File: src/adc_ctrl_pkg.sv
// Purpose: Shared constants and types for the converter result and sleep control block
// Assumes: Converter clock ticks are derived from core_clk_in by a prescaler
// Notes:   Tick counts are in converter clock cycles
package adc_ctrl_pkg;
    // ------------------------------------------------------------------
    // Widths and result codes
    // ------------------------------------------------------------------
    localparam int RESULT_W = 10;
    localparam logic [9:0] CODE_ZERO = 10'h000;
    localparam logic [9:0] CODE_FULL = 10'h3ff;
    localparam logic [9:0] SAR_FIRST_TRIAL = 10'h200;
    localparam logic [3:0] SAR_TOP_BIT = 4'h9;
    localparam logic [15:0] BYTES_RESET = 16'h0000;
    // ------------------------------------------------------------------
    // Conversion timing, converter clock cycles from start
    // ------------------------------------------------------------------
    localparam logic [4:0] NORMAL_CONV_TICKS = 5'h0d;
    localparam logic [4:0] FIRST_CONV_TICKS = 5'h19;
    localparam logic [4:0] NORMAL_HOLD_TICK = 5'h01;
    localparam logic [4:0] FIRST_HOLD_TICK = 5'h0d;
    // ------------------------------------------------------------------
    // Reference choices
    // ------------------------------------------------------------------
    localparam logic [1:0] REF_EXT_PIN = 2'h0;
    localparam logic [1:0] REF_SUPPLY = 2'h1;
    localparam logic [1:0] REF_RESERVED = 2'h2;
    localparam logic [1:0] REF_INTERNAL = 2'h3;
    // ------------------------------------------------------------------
    // Channel map and gains
    // ------------------------------------------------------------------
    localparam logic [4:0] DIFF_FIRST = 5'h08;
    localparam logic [4:0] DIFF_GAIN_LAST = 5'h0f;
    localparam logic [4:0] DIFF_LAST = 5'h1d;
    localparam logic [1:0] GAIN_1X = 2'h0;
    localparam logic [1:0] GAIN_10X = 2'h1;
    localparam logic [1:0] GAIN_200X = 2'h2;
    // ------------------------------------------------------------------
    // Sleep modes that allow a noise-quiet conversion
    // ------------------------------------------------------------------
    localparam logic [2:0] SLEEP_IDLE = 3'h0;
    localparam logic [2:0] SLEEP_NOISE_RED = 3'h1;

    typedef enum logic [1:0] {
        ST_IDLE = 2'b00,
        ST_HOLD = 2'b01,
        ST_SAR = 2'b10,
        ST_FINISH = 2'b11
    } conv_state_t;
endpackage : adc_ctrl_pkg

File: src/adc_result_ctrl.sv
// Purpose: Conversion sequencing, result formatting and sleep-started conversions
// Assumes: comp_in answers the trial on dac_code_out within one converter tick
// Notes:   All inputs are synchronous to core_clk_in
`timescale 1ns/10ps
`default_nettype none
module adc_result_ctrl #(
    parameter int PRESCALE_DIV = 2
) (
    // Clock and reset
    input wire logic core_clk_in,
    input wire logic reset_n_in,
    // Software control bits
    input wire logic converter_enable_in,
    input wire logic start_write_in,
    input wire logic single_mode_in,
    input wire logic irq_enable_in,
    input wire logic flag_clear_in,
    input wire logic left_adjust_result_in,
    input wire logic [4:0] channel_select_in,
    input wire logic [1:0] ref_select_in,
    // Processor sleep interface
    input wire logic sleep_enter_in,
    input wire logic [2:0] sleep_mode_in,
    input wire logic cpu_halted_in,
    // Analog front end
    input wire logic comp_in,
    output logic [9:0] dac_code_out,
    output logic sample_hold_out,
    output logic diff_mode_out,
    output logic [1:0] gain_sel_out,
    output logic [4:0] channel_out,
    output logic [1:0] ref_sel_out,
    output logic converter_on_out,
    // Status and results
    output logic [7:0] result_low_byte_out,
    output logic [7:0] result_high_byte_out,
    output logic conversion_done_flag_out,
    output logic conversion_start_bit_out,
    output logic conv_irq_out,
    output logic wake_out
);
    // ------------------------------------------------------------------
    // Elaboration checks
    // ------------------------------------------------------------------
    if (PRESCALE_DIV < 2 || PRESCALE_DIV > 128) begin : g_bad_div
        $error("PRESCALE_DIV must lie in 2..128");
    end

    // ------------------------------------------------------------------
    // Decoding helpers
    // ------------------------------------------------------------------
    function automatic logic is_diff(input logic [4:0] ch);
        is_diff = (ch >= adc_ctrl_pkg::DIFF_FIRST) && (ch <= adc_ctrl_pkg::DIFF_LAST);
    endfunction : is_diff

    function automatic logic [1:0] gain_of(input logic [4:0] ch);
        if (ch >= adc_ctrl_pkg::DIFF_FIRST && ch <= adc_ctrl_pkg::DIFF_GAIN_LAST) begin
            gain_of = ch[1] ? adc_ctrl_pkg::GAIN_200X : adc_ctrl_pkg::GAIN_10X;
        end else begin
            gain_of = adc_ctrl_pkg::GAIN_1X;
        end
    endfunction : gain_of

    // Returns {high byte, low byte}
    function automatic logic [15:0] fmt_bytes(input logic [9:0] code, input logic left);
        if (left) begin
            fmt_bytes = {code, 6'h00};
        end else begin
            fmt_bytes = {6'h00, code};
        end
    endfunction : fmt_bytes

    // ------------------------------------------------------------------
    // Internal state
    // ------------------------------------------------------------------
    adc_ctrl_pkg::conv_state_t state_reg;
    logic [6:0] presc_reg;
    logic tick;
    logic [4:0] tick_cnt_reg;
    logic [4:0] tick_cnt_next;
    logic [3:0] bit_idx_reg;
    logic first_pending_reg;
    logic conv_first_reg;
    logic [9:0] result_reg;
    logic [9:0] held_code_reg;
    logic noise_pend_reg;
    logic sleep_conv_reg;
    logic start_go;
    logic complete;
    logic [9:0] bit_mask;
    logic [9:0] trial_kept;
    logic [9:0] final_code;
    logic flag_next;

    assign tick = (presc_reg == 7'(PRESCALE_DIV - 1));
    assign tick_cnt_next = tick_cnt_reg + 5'h01;
    assign start_go = converter_enable_in && (state_reg == adc_ctrl_pkg::ST_IDLE) && conversion_start_bit_out;
    assign complete = (state_reg == adc_ctrl_pkg::ST_FINISH) && tick
        && (tick_cnt_next == (conv_first_reg ? adc_ctrl_pkg::FIRST_CONV_TICKS : adc_ctrl_pkg::NORMAL_CONV_TICKS));
    assign bit_mask = 10'h001 << bit_idx_reg;
    // Comparator low clears the trial bit; a stuck-high comparator ends at full scale
    assign trial_kept = comp_in ? dac_code_out : (dac_code_out & ~bit_mask);
    // Offset-binary engine output becomes two's complement by flipping the top bit
    assign final_code = diff_mode_out ? {~result_reg[9], result_reg[8:0]} : result_reg;
    assign flag_next = complete | (conversion_done_flag_out & ~flag_clear_in);

    // ------------------------------------------------------------------
    // Converter clock prescaler
    // ------------------------------------------------------------------
    always_ff @(posedge core_clk_in or negedge reset_n_in) begin
        if (!reset_n_in) begin
            presc_reg <= 7'h00;
        end else if (!converter_enable_in || tick) begin
            presc_reg <= 7'h00;
        end else begin
            presc_reg <= presc_reg + 7'h01;
        end
    end

    // ------------------------------------------------------------------
    // Conversion sequencer and successive approximation
    // ------------------------------------------------------------------
    always_ff @(posedge core_clk_in or negedge reset_n_in) begin
        if (!reset_n_in) begin
            state_reg <= adc_ctrl_pkg::ST_IDLE;
            tick_cnt_reg <= 5'h00;
            bit_idx_reg <= 4'h0;
            dac_code_out <= adc_ctrl_pkg::CODE_ZERO;
            result_reg <= adc_ctrl_pkg::CODE_ZERO;
            sample_hold_out <= 1'b0;
            conv_first_reg <= 1'b0;
        end else if (!converter_enable_in) begin
            // Turning off aborts any conversion in progress
            state_reg <= adc_ctrl_pkg::ST_IDLE;
            sample_hold_out <= 1'b0;
        end else begin
            sample_hold_out <= 1'b0;
            unique case (state_reg)
                adc_ctrl_pkg::ST_IDLE: begin
                    if (start_go) begin
                        state_reg <= adc_ctrl_pkg::ST_HOLD;
                        tick_cnt_reg <= 5'h00;
                        conv_first_reg <= first_pending_reg;
                    end
                end
                adc_ctrl_pkg::ST_HOLD: begin
                    if (tick) begin
                        tick_cnt_reg <= tick_cnt_next;
                        if (tick_cnt_next == (conv_first_reg ? adc_ctrl_pkg::FIRST_HOLD_TICK
                                                             : adc_ctrl_pkg::NORMAL_HOLD_TICK)) begin
                            state_reg <= adc_ctrl_pkg::ST_SAR;
                            sample_hold_out <= 1'b1;
                            dac_code_out <= adc_ctrl_pkg::SAR_FIRST_TRIAL;
                            bit_idx_reg <= adc_ctrl_pkg::SAR_TOP_BIT;
                        end
                    end
                end
                adc_ctrl_pkg::ST_SAR: begin
                    if (tick) begin
                        tick_cnt_reg <= tick_cnt_next;
                        dac_code_out <= trial_kept | (bit_mask >> 1);
                        bit_idx_reg <= bit_idx_reg - 4'h1;
                        if (bit_idx_reg == 4'h0) begin
                            result_reg <= trial_kept;
                            state_reg <= adc_ctrl_pkg::ST_FINISH;
                        end
                    end
                end
                adc_ctrl_pkg::ST_FINISH: begin
                    if (tick) begin
                        tick_cnt_reg <= tick_cnt_next;
                        if (complete) begin
                            state_reg <= adc_ctrl_pkg::ST_IDLE;
                        end
                    end
                end
            endcase
        end
    end

    // ------------------------------------------------------------------
    // First-conversion tracking
    // ------------------------------------------------------------------
    always_ff @(posedge core_clk_in or negedge reset_n_in) begin
        if (!reset_n_in) begin
            first_pending_reg <= 1'b1;
        end else if (!converter_enable_in) begin
            first_pending_reg <= 1'b1;
        end else if (start_go) begin
            first_pending_reg <= 1'b0;
        end
    end

    // ------------------------------------------------------------------
    // Channel and reference selection, locked while converting
    // ------------------------------------------------------------------
    always_ff @(posedge core_clk_in or negedge reset_n_in) begin
        if (!reset_n_in) begin
            channel_out <= 5'h00;
            ref_sel_out <= adc_ctrl_pkg::REF_EXT_PIN;
            diff_mode_out <= 1'b0;
            gain_sel_out <= adc_ctrl_pkg::GAIN_1X;
            converter_on_out <= 1'b0;
        end else begin
            converter_on_out <= converter_enable_in;
            if (state_reg == adc_ctrl_pkg::ST_IDLE && !start_go) begin
                channel_out <= channel_select_in;
                diff_mode_out <= is_diff(channel_select_in);
                gain_sel_out <= gain_of(channel_select_in);
                // Reserved code is ignored so the pads never see an undefined source
                if (ref_select_in != adc_ctrl_pkg::REF_RESERVED) begin
                    ref_sel_out <= ref_select_in;
                end
            end
        end
    end

    // ------------------------------------------------------------------
    // Start bit, done flag and interrupt request
    // ------------------------------------------------------------------
    always_ff @(posedge core_clk_in or negedge reset_n_in) begin
        if (!reset_n_in) begin
            conversion_start_bit_out <= 1'b0;
        end else if (!converter_enable_in) begin
            conversion_start_bit_out <= 1'b0;
        end else if (start_write_in || (noise_pend_reg && cpu_halted_in)) begin
            conversion_start_bit_out <= 1'b1;
        end else if (complete && single_mode_in) begin
            conversion_start_bit_out <= 1'b0;
        end
    end

    always_ff @(posedge core_clk_in or negedge reset_n_in) begin
        if (!reset_n_in) begin
            conversion_done_flag_out <= 1'b0;
            conv_irq_out <= 1'b0;
        end else begin
            // Completion wins over a clear arriving in the same cycle
            conversion_done_flag_out <= flag_next;
            conv_irq_out <= flag_next & irq_enable_in;
        end
    end

    // ------------------------------------------------------------------
    // Result bytes, reformatted every cycle so left adjust acts at once
    // ------------------------------------------------------------------
    always_ff @(posedge core_clk_in or negedge reset_n_in) begin
        if (!reset_n_in) begin
            {result_high_byte_out, result_low_byte_out} <= adc_ctrl_pkg::BYTES_RESET;
        end else if (complete) begin
            {result_high_byte_out, result_low_byte_out} <= fmt_bytes(final_code, left_adjust_result_in);
        end else begin
            {result_high_byte_out, result_low_byte_out} <= fmt_bytes(held_code_reg, left_adjust_result_in);
        end
    end

    always_ff @(posedge core_clk_in or negedge reset_n_in) begin
        if (!reset_n_in) begin
            held_code_reg <= adc_ctrl_pkg::CODE_ZERO;
        end else if (complete) begin
            held_code_reg <= final_code;
        end
    end

    // ------------------------------------------------------------------
    // Noise-quiet conversion during sleep
    // ------------------------------------------------------------------
    always_ff @(posedge core_clk_in or negedge reset_n_in) begin
        if (!reset_n_in) begin
            noise_pend_reg <= 1'b0;
            sleep_conv_reg <= 1'b0;
            wake_out <= 1'b0;
        end else begin
            wake_out <= complete && sleep_conv_reg && cpu_halted_in;
            if (sleep_enter_in) begin
                // Only a fresh sleep entry can arm another conversion
                noise_pend_reg <= converter_enable_in && !conversion_start_bit_out && single_mode_in
                    && irq_enable_in && (state_reg == adc_ctrl_pkg::ST_IDLE)
                    && (sleep_mode_in == adc_ctrl_pkg::SLEEP_IDLE
                        || sleep_mode_in == adc_ctrl_pkg::SLEEP_NOISE_RED);
            end else if (noise_pend_reg && cpu_halted_in) begin
                noise_pend_reg <= 1'b0;
            end else if (!converter_enable_in) begin
                noise_pend_reg <= 1'b0;
            end
            if (noise_pend_reg && cpu_halted_in) begin
                sleep_conv_reg <= 1'b1;
            end else if (complete || !converter_enable_in) begin
                // An earlier wake leaves the conversion running; only its flag remains
                sleep_conv_reg <= 1'b0;
            end
        end
    end
endmodule : adc_result_ctrl
`default_nettype wire

File: config.mk
export PLATFORM = sky130hd
export DESIGN_NAME = adc_result_ctrl
export DESIGN_NICKNAME = d
export VERILOG_FILES = /design/src/adc_ctrl_pkg.sv /design/src/adc_result_ctrl.sv
export SDC_FILE = /design/constraint.sdc
export NUM_CORES = 1
export LEC_CHECK = 0
export BUFFER_PORTS_ARGS = -buffer_cell sky130_fd_sc_hd__buf_2
export CELL_PAD_IN_SITES_DETAIL_PLACEMENT = 1
export CELL_PAD_IN_SITES_GLOBAL_PLACEMENT = 1
export CORE_AREA = 2 2 112 157
export CTS_BUF_LIST = sky130_fd_sc_hd__clkbuf_16
export CTS_CLUSTER_DIAMETER = 60
export DETAILED_ROUTE_END_ITERATION = 7
export DIE_AREA = 0 0 114 159
export GPL_TIMING_DRIVEN = 0
export PLACE_DENSITY_LB_ADDON = 0.1
export SYNTH_ARGS = -nofsm -noshare
export SYNTH_HDL_FRONTEND = slang
export SYNTH_SLANG_ARGS = --single-unit
File: constraint.sdc
create_clock -name core_clk_in -period 2.53 [get_ports core_clk_in]
set_clock_uncertainty 0.15 [all_clocks]
set_input_delay 0.1265 -clock core_clk_in [delete_from_list [all_inputs] [get_ports core_clk_in]]
set_output_delay 0.1265 -clock core_clk_in [all_outputs]
set_load 0.005 [all_outputs]
Word-level counts from Yosys, hierarchy flattened. Cells that the tools add are included.

Register bits after elaboration: 84. Input bits: 21. Output and inout bits: 42. Logic and storage cells: 141.

Add/sub/neg operators: 3. Order comparisons: 3. Eq/ne operators: 23. Shift-type cells: 1. Muxes and demuxes: 45. Bitwise operators: 8. Reductions and logical operators: 35.

Operators by type and width (count): 2-to-1 mux 10 bit (5); 2-to-1 mux 16 bit (2); != test 3 bit (second input constant) (7); 2-to-1 mux 2 bit (10); one-hot mux 10 bit (2 select lines) (1); logical AND 1 bit (16); 2-to-1 mux 4 bit (4); 2-to-1 mux 8 bit (2); 2-to-1 mux 5 bit (3); 2-to-1 mux 1 bit (14); AND 10 bit (1); != test 2 bit (second input constant) (5); inverter 10 bit (1); bitwise OR 10 x 9 -> 10 bit (1); one-hot mux 5 bit (2 select lines) (1); left shift 1 x 4 -> 10 bit (first input constant) (1); one-hot mux 2 bit (4 select lines) (1); one-hot mux 4 bit (2 select lines) (1); adder 7 x 1 -> 7 bit (second input constant) (1); equality test 7 x 1 -> 1 bit (second input constant) (1); 2-to-1 mux 7 bit (1); AND reduction 7 bit (1); != test 3 x 1 -> 1 bit (second input constant) (2); AND reduction 3 bit (2); 24 further kinds (34).

Logic depth before layout (Yosys ltp). Gate-level depths: netlist of run 1.

Depth in word-level cells: 7. Mapped depth: 9. Gate-level depth less buffers: 8.

Worst setup path after synthesis of run 1. OpenSTA, ideal clock, no wires.

Path type: reg-to-reg. Start point: register tick_cnt_reg[0]. End point: register state_reg[0]. Setup time: 79 ps. Data arrival time: 2172 ps. Data required time: 2301 ps. Setup slack: 129 ps. Stages on the path, launching flop included: 9. Buffers on the path: 1. Period minus slack after synthesis: 2401 ps. Cells stage by stage: dfrtp_1 > ha_1 > buf_2 > o21ai_1 > o221ai_1 > a221oi_4 > nor2_2 > a2111oi_4 > mux2i_1.

Longest elaborated chain between the ends: 5. Elaborated cells between the ends (all ways): 7. Classes of those cells: 1 x add/sub; 4 x eq/ne; 2 x reduce/logical.

RTL lines: start: declaration (line adc_result_ctrl.sv:79) `logic [4:0] tick_cnt_reg;`; start signal: assignment (line adc_result_ctrl.sv:148) `tick_cnt_reg <= tick_cnt_next;`; start signal: assignment (line adc_result_ctrl.sv:160) `tick_cnt_reg <= tick_cnt_next;`; start signal: assignment (line adc_result_ctrl.sv:171) `tick_cnt_reg <= tick_cnt_next;`; adder 5 x 1 -> 5 bit * (line adc_result_ctrl.sv:96) `assign tick_cnt_next = tick_cnt_reg + 5'h01;`; equality test 5 bit (line adc_result_ctrl.sv:99) `&& (tick_cnt_next == (conv_first_reg ? adc_ctrl_pkg::FIRST_CONV_TICKS : adc_ctrl_pkg::NORMAL_CONV_TICKS));`; logical AND 1 bit (line adc_result_ctrl.sv:99); != test 3 bit (no line); AND reduction 7 bit (no line) *; end signal: assignment (line adc_result_ctrl.sv:125) `state_reg <= adc_ctrl_pkg::ST_IDLE;`; end signal: assignment (line adc_result_ctrl.sv:134) `state_reg <= adc_ctrl_pkg::ST_IDLE;`; end signal: assignment (line adc_result_ctrl.sv:141) `state_reg <= adc_ctrl_pkg::ST_HOLD;`; end: declaration (line adc_result_ctrl.sv:76) `adc_ctrl_pkg::conv_state_t state_reg;`.

Every way passes the cells marked *; elsewhere a longest branch is shown, timed or not. A chain may end at the register's enable or synchronous reset.

Final worst setup path of run 1.
Start point: register tick_cnt_reg[0]. End point: register bit_idx_reg[0].

Longest elaborated chain between the ends: 4.

RTL lines: adder 5 x 1 -> 5 bit (line adc_result_ctrl.sv:96); equality test 5 x 4 -> 1 bit (line adc_result_ctrl.sv:149) `if (tick_cnt_next == (conv_first_reg ? adc_ctrl_pkg::FIRST_HOLD_TICK`; != test 2 bit (no line); AND reduction 5 bit (no line); end signal: assignment (line adc_result_ctrl.sv:154) `bit_idx_reg <= adc_ctrl_pkg::SAR_TOP_BIT;`; end signal: assignment (line adc_result_ctrl.sv:162) `bit_idx_reg <= bit_idx_reg - 4'h1;`; end: declaration (line adc_result_ctrl.sv:81) `logic [3:0] bit_idx_reg;`.

Every way passes these cells.

==> reports/results.tsv, run 1 <==
metric	value	unit
status	finished clean	
initial_core_util	23.7	%
holdPathStages	3	
worstSetupStartpointType	register	
fin_crit_sh	93.6	%
drive_gt1_share	25.8	%
nets	518	
power-per-cell-area	802	nW/um2
maxSlewHeadroom	63.9	%
p_leak	2.50	nW
drt_wl_total	10.5	mm
stdcell_count	691	
route.detailed.drc	0	
netlist_area	3960	um2
fin_util	31.3	%
peakVddDrop	0.245	mV
fmax	0.422	GHz
synth_warnings	0	
drtIter0Drc	73	
first_pass_iters	4	
io_buffers	61	
r2r_end	bit_idx_reg[0]$_DFFE_PN0P_	
clk_pin_slew	0.07	ns
tightest_slew	0.541	ns
power	4.19	mW
grt_max_degree	54	
final.setup.tns	0	ns
place_hpwl	7.74	mm
critPathKind	reg -> reg	
htree_num_levels	3	
die_w	114	um
hold_end	result_reg[3]$_DFFE_PN0P_	
cts_tree	yes	
rows	56	
first_global_vias	3347	
postSynthCellCount	388	
synth_edf_count	0	
grt_usage	12.2	%
r2r_slack	0.16	ns
ys_seq_area_share	53.2	%
wl_per_cell	15.2	um
syn_nets	423	
fin_hold_ws	0.0964	ns
required	2.62	ns
gr-total-overflow	0	
cts_root_buf	clkbuf_16	
hold_start	comp_in	
syn_area_per_cell	10.2	um2
vias	3109	
startpoint	tick_cnt_reg[0]$_DFFE_PN0P_	
core_region_area	16700	um2
critPathMaxFanout	10	
final_common_cell	dfrtp_1	
final-hold-violation-count	0	
layout_common_cells	82 x dfrtp_1, 64 x nand2_1, 63 x buf_2, 31 x o21ai_0, 22 x inv_1	
endpoint_kind	register	
die_area	18100	um2
synth_seq_cells	84	
cap_violations	0	
drv_slew	0	
hold_class	in -> reg	
yosys_most_used_dff	dfrtp_1	
rsz0062_at_grt	true	
viasPerCell	4.50	
ant_nets	0	
cts_made_buffers	9	
critPathArrivalTime	2.45	ns
diodes	0	
fillers	1915	
fp.dieH	159	um
async_flop_share	100	%
worstSkewPairLatency	0.34	ns
clock_tree.buffer_depth	2	
globalplace.congestion	0.758	
antenna_found_initial	0	
reg2reg_depth	8	
grt_pass1_wl	17.4	mm
synth_cell_types	50	
crit-reg2reg-launch	tick_cnt_reg[0]$_DFFE_PN0P_	
area_delta_synth_final	32.1	%
ioPinCount	63	
clock_sinks	84	
setup_viol	0	
fin_crit	2.37	ns
dp.cells	653	
==> per-layer routing <==
metal / wire [um] / track usage, % / vias up
li1: - / - / 1518
met1: 4510 / 14.0 / 1540
met2: 5540 / 22.2 / 39
met3: 224 / 1.94 / 12
met4: 206 / 5.32 / 0
met5: 0 / 0 / -
==> synthesized netlist by cell type (3+ instances only) <==
cell type,instances,area (um2)
dfrtp_1,83,2080
nand2_1,64,240
o21ai_0,33,165
inv_1,22,82.6
nor2_1,21,78.8
mux2i_1,16,160
nand3_1,15,75.1
ha_1,14,175
nor2b_1,13,81.3
nand2b_1,11,68.8
clkbuf_1,10,37.5
mux2_2,8,90.1
o31ai_1,8,60.1
nor3_1,6,30.0
xor2_1,5,43.8
a21oi_1,4,20.0
and3_1,4,25.0
buf_2,4,20.0
a21o_1,3,22.5
and2_1,3,18.8
nand3b_1,3,22.5
xnor2_1,3,26.3
==> timing repair <==
action	CTS	global route
endpoints found under the hold margin	54	0
buffers inserted	2	3
endpoints found under the setup margin	36	36
pin swaps	3	2
resized for setup	11	30
hold buffers	18	0
==> stage by stage <==
step,area (um2),setup WS (ns)
6_report,5230,0.161
4_1_cts,5090,0.00296
5_1_grt,5230,-0.000497
2_1_floorplan,3960,0.129
3_3_place_gp,4520,-0.376
3_5_place_dp,4550,-0.398
==> report_power, final <==
| part | leakage (nW) | internal, mW | switching, mW | total, mW |
|---|---|---|---|---|
| Clock | 0.141 | 0.779 | 0.596 | 1.38 |
| Combinational | 1.23 | 0.471 | 0.719 | 1.19 |
| Sequential | 1.12 | 1.50 | 0.122 | 1.63 |
==> worst max path at each step <==
| stage | slack [ns] | endpoint | cells past startpoint |
|---|---|---|---|
| floorplan | 0.13 | state_reg[0]$_DFFE_PN0P_ | 8 |
| global placement | -0.38 | bit_idx_reg[0]$_DFFE_PN0P_ | 8 |
| detailed placement | -0.40 | bit_idx_reg[0]$_DFFE_PN0P_ | 8 |
| CTS | 0.003 | dac_code_out[3]$_DFFE_PN0P_ | 8 |
| global route | -0.0005 | bit_idx_reg[0]$_DFFE_PN0P_ | 8 |
| finish | 0.16 | bit_idx_reg[0]$_DFFE_PN0P_ | 8 |
==> cell families (layout without fill, tap and decap cells) <==
logic type / Yosys count / in the layout / synth area share [%]
AND/OR/NAND/NOR: 151 / 151 / 18.6
multiplexers: 24 / 24 / 6.33
adder cells (fa/ha/maj): 14 / 14 / 4.43
XOR/XNOR: 8 / 8 / 1.77
buffers and inverters: 38 / 138 / 3.83
flip-flops: 84 / 84 / 53.2
AO/OA/AOI/OAI: 69 / 69 / 11.9
==> worst max-delay path, stage by stage, from the launching register on <==
cell      delay, ns
dfrtp_2        0.45
ha_1           0.21
buf_4          0.18
nor3_2         0.18
o211ai_1       0.13
o21ai_2        0.15
a31oi_4        0.21
nor2_2         0.24
mux2_2         0.36
==> cell type report <==
type                       instances  area (um2)  share of cell area, %
buffer                            15        75.1                   1.44
clock buffer                       9         225                   4.31
clock inverter                     7        81.3                   1.56
inverter                          22        82.6                   1.58
multi-input combinational        266        1850                   35.4
sequential                        84        2100                   40.3
tap                              203         254                   4.86
timing repair buffer              85         557                   10.7
No activity file was read; power rests on OpenSTA's default activity.
==> run 2: changes to the inputs <==
- ABC_AREA: not set -> 1
- CORE_AREA: 2 2 112 157 -> 2 2 110 155
- DIE_AREA: 0 0 114 159 -> 0 0 112 157
==> reports/results.tsv, run 2 <==
metric	value	unit	change
stdcell_count	721		+4.3%
drive_gt1_share	16.9	%	-9.0 points
rows	55		-1.8%
clock_sinks	84		unchanged
globalplace.congestion	0.755		-0.37%
cts_setup_buffers	0		-2
placed_area	4390	um2	-3.5%
cap_violations	0		unchanged
synth_seq_cells	84		unchanged
first_pass_iters	4		unchanged
die_w	112	um	-1.8%
synth_warnings	0		unchanged
drt_wl_total	10.5	mm	+0.15%
power-per-cell-area	813	nW/um2	+1.3%
rsz0062_at_grt	false		
fmax	0.444	GHz	+5.1%
hold_class	in -> reg		
ant_nets	0		unchanged
clock_tree.buffer_depth	2		unchanged
critPathMaxFanout	10		unchanged
yosys.area.top_type_share	54.5	%	+2.0 points
wl_per_cell	14.6	um	-4.0%
dp.cells	690		+5.7%
layout_common_cells	125 x nand2_1, 83 x dfrtp_1, 62 x buf_2, 45 x inv_1, 42 x o21ai_0		
cts_root_buf	clkbuf_16		
async_flop_share	100	%	unchanged
antenna_found_initial	0		unchanged
synthTopCellsByCount	125 x nand2_1, 83 x dfrtp_1, 44 x inv_1		
synth_cell_types	35		-30%
crit_top_cell	nand2_1		
fin_crit_sh	89.1	%	-4.5 points
slowest_stage	dfrtp_1		
final_area	4810	um2	-8.0%
power	3.91	mW	-6.8%
synth_top_area_cell	dfrtp_1		
worstSetupStartpointType	register		
grt_pass1_wl	17.8	mm	+2.4%
peakVddDrop	0.247	mV	+0.59%
htree_num_levels	3		unchanged
synthTopCellsByArea	dfrtp_1 54%, nand2_1 12%, o21ai_0 5.5%, ha_1 4.6%, inv_1 4.3%		
place_hpwl	7.75	mm	about the same
fp.dieH	157	um	-1.3%
tightest_slew	0.499	ns	-0.0416 ns
nets	552		+6.6%
vias	3164		+1.8%
ioPinCount	63		unchanged
yosysMostFrequentCell	nand2_1		
critPathArrivalTime	2.31	ns	-0.14 ns
final-hold-violation-count	0		unchanged
diodes	0		unchanged
route.detailed.drc	0		unchanged
synth_edf_count	0		unchanged
regArea	2100	um2	about the same
postSynthCellCount	431		+11%
drtIter0Drc	110		+51%
cts_made_buffers	9		unchanged
cts_tree	yes		
r2r_slack	0.28	ns	+0.11 ns
io_buffers	59		-3.3%
slowest_delay	0.41	ns	-0.04 ns
fillers	1950		+1.8%
netlist_area	3810	um2	-3.6%
area_delta_synth_final	26.0	%	
final.setup.tns	0	ns	unchanged
first_global_vias	3406		+1.8%
grt_max_degree	59		+9.3%
setup_viol	0		unchanged
initial_core_util	23.7	%	-0.042 points
yosys_most_used_dff	dfrtp_1		
viasPerCell	4.39		-2.5%
fin_hold_ws	0.0391	ns	-0.0573 ns
worstSkewPairLatency	0.34	ns	about the same
fin_crit	2.25	ns	-0.115 ns
post_cts_resized	0		-11
drv_slew	0		unchanged
clk_pin_slew	0.06	ns	about the same
gr-total-overflow	0		unchanged
crit_path_cell_trace	ha_1 -> inv_1 -> nand2_1 -> nand2_1 -> nand2_1 -> inv_1 -> nor2_1 -> nand3_1 -> clkinv_1 -> nand2_1 -> nand2_1 -> nand2_1 -> o21ai_1		
endpoint_kind	register		
die_area	17600	um2	-3.0%
final_common_cell	nand2_1		
ys_seq_area_share	55.2	%	+2.0 points
core_region_area	16100	um2	-3.4%
maxSlewHeadroom	66.7	%	+2.8 points
required	2.59	ns	-0.03 ns
p_leak	2.41	nW	-3.6%
syn_area_per_cell	8.85	um2	-13%
grt_usage	12.8	%	+0.53 points
multi_input_area	1480	um2	-20%
syn_nets	466		+10%
status	finished clean		
critPathKind	reg -> reg		
[run 2: cell count changes after synthesis, sizes merged, moves of 13 or more]
cell / delta
nand2: +62
nor2b: -13
inv: +23
mux2i: -13
a21oi: +15
[run 2: cell families (layout without fill, tap and decap cells)]
family	after synthesis	count (layout)	synth area share (%)
compound gates	77	77	11.4
xor+xnor	2	2	0.459
fa+ha+maj	14	14	4.59
buf+inv	57	148	5.94
flops	84	84	55.2
mux	3	3	0.787
simple gates	194	194	21.7
[run 2: repair_timing]
item	in CTS	in global routing
setup endpoints to repair	0	0
hold buffers	15	0
hold endpoints to repair	100	0
[run 2: power by group]
group,total [mW],switching [mW],leakage (nW),internal (mW)
Combinational,1.02,0.668,1.15,0.355
Clock,1.21,0.552,0.128,0.660
Sequential,1.67,0.147,1.12,1.52
[run 2: worst max-delay path: cells and delay by family, from the launching register on]
kind                       cells  cell delay [ns]
AOI/OAI and AO/OA              1             0.06
adders and majority gates      1             0.26
buffers and inverters          3             0.45
DFF                            1             0.41
and+or+nand+nor                8             0.79
[run 2: cell type report]
class / count / area share [%]
Sequential cell: 84 / 43.8
Multi-Input combinational cell: 290 / 30.9
Timing Repair Buffer: 75 / 9.89
Tap cell: 199 / 5.18
Clock buffer: 9 / 4.69
Inverter: 46 / 3.59
Buffer: 11 / 1.12
Clock inverter: 7 / 0.911
[run 2: routing by layer]
metal,vias up,global-route usage [%],wire [um]
met5,-,0,0
met4,0,4.01,137
met3,10,2.23,325
met2,49,22.2,5240
met1,1527,16.2,4790
li1,1578,-,-
[run 2: final timing paths]
| kind | start | endpoint | cells past startpoint |
|---|---|---|---|
| worst max-delay path | tick_cnt_reg[0]$_DFFE_PN0P_ | result_high_byte_out[1]$_DFF_PN0_ | 13 |
| worst min-delay path | sleep_mode_in[1] | noise_pend_reg$_DFFE_PN0P_ | 3 |
| worst max register to register | tick_cnt_reg[0]$_DFFE_PN0P_ | result_high_byte_out[1]$_DFF_PN0_ | 13 |
| worst min register to register | channel_out[1]$_DFFE_PN0P_ | channel_out[1]$_DFFE_PN0P_ | 2 |
| max in group asynchronous | reset_n_in | held_code_reg[2]$_DFFE_PN0N_ | 3 |
| min in group asynchronous | reset_n_in | presc_reg[3]$_DFF_PN0_ | 2 |
[run 2: through the flow]
| step | utilization (%) | setup WS (ns) |
|---|---|---|
| after floorplan | - | 0.661 |
| after global placement | 27.1 | 0.269 |
| after detailed placement | 27.2 | 0.252 |
| after CTS | 29.9 | 0.227 |
| after global routing | 29.9 | 0.0609 |
| final | 29.9 | 0.275 |
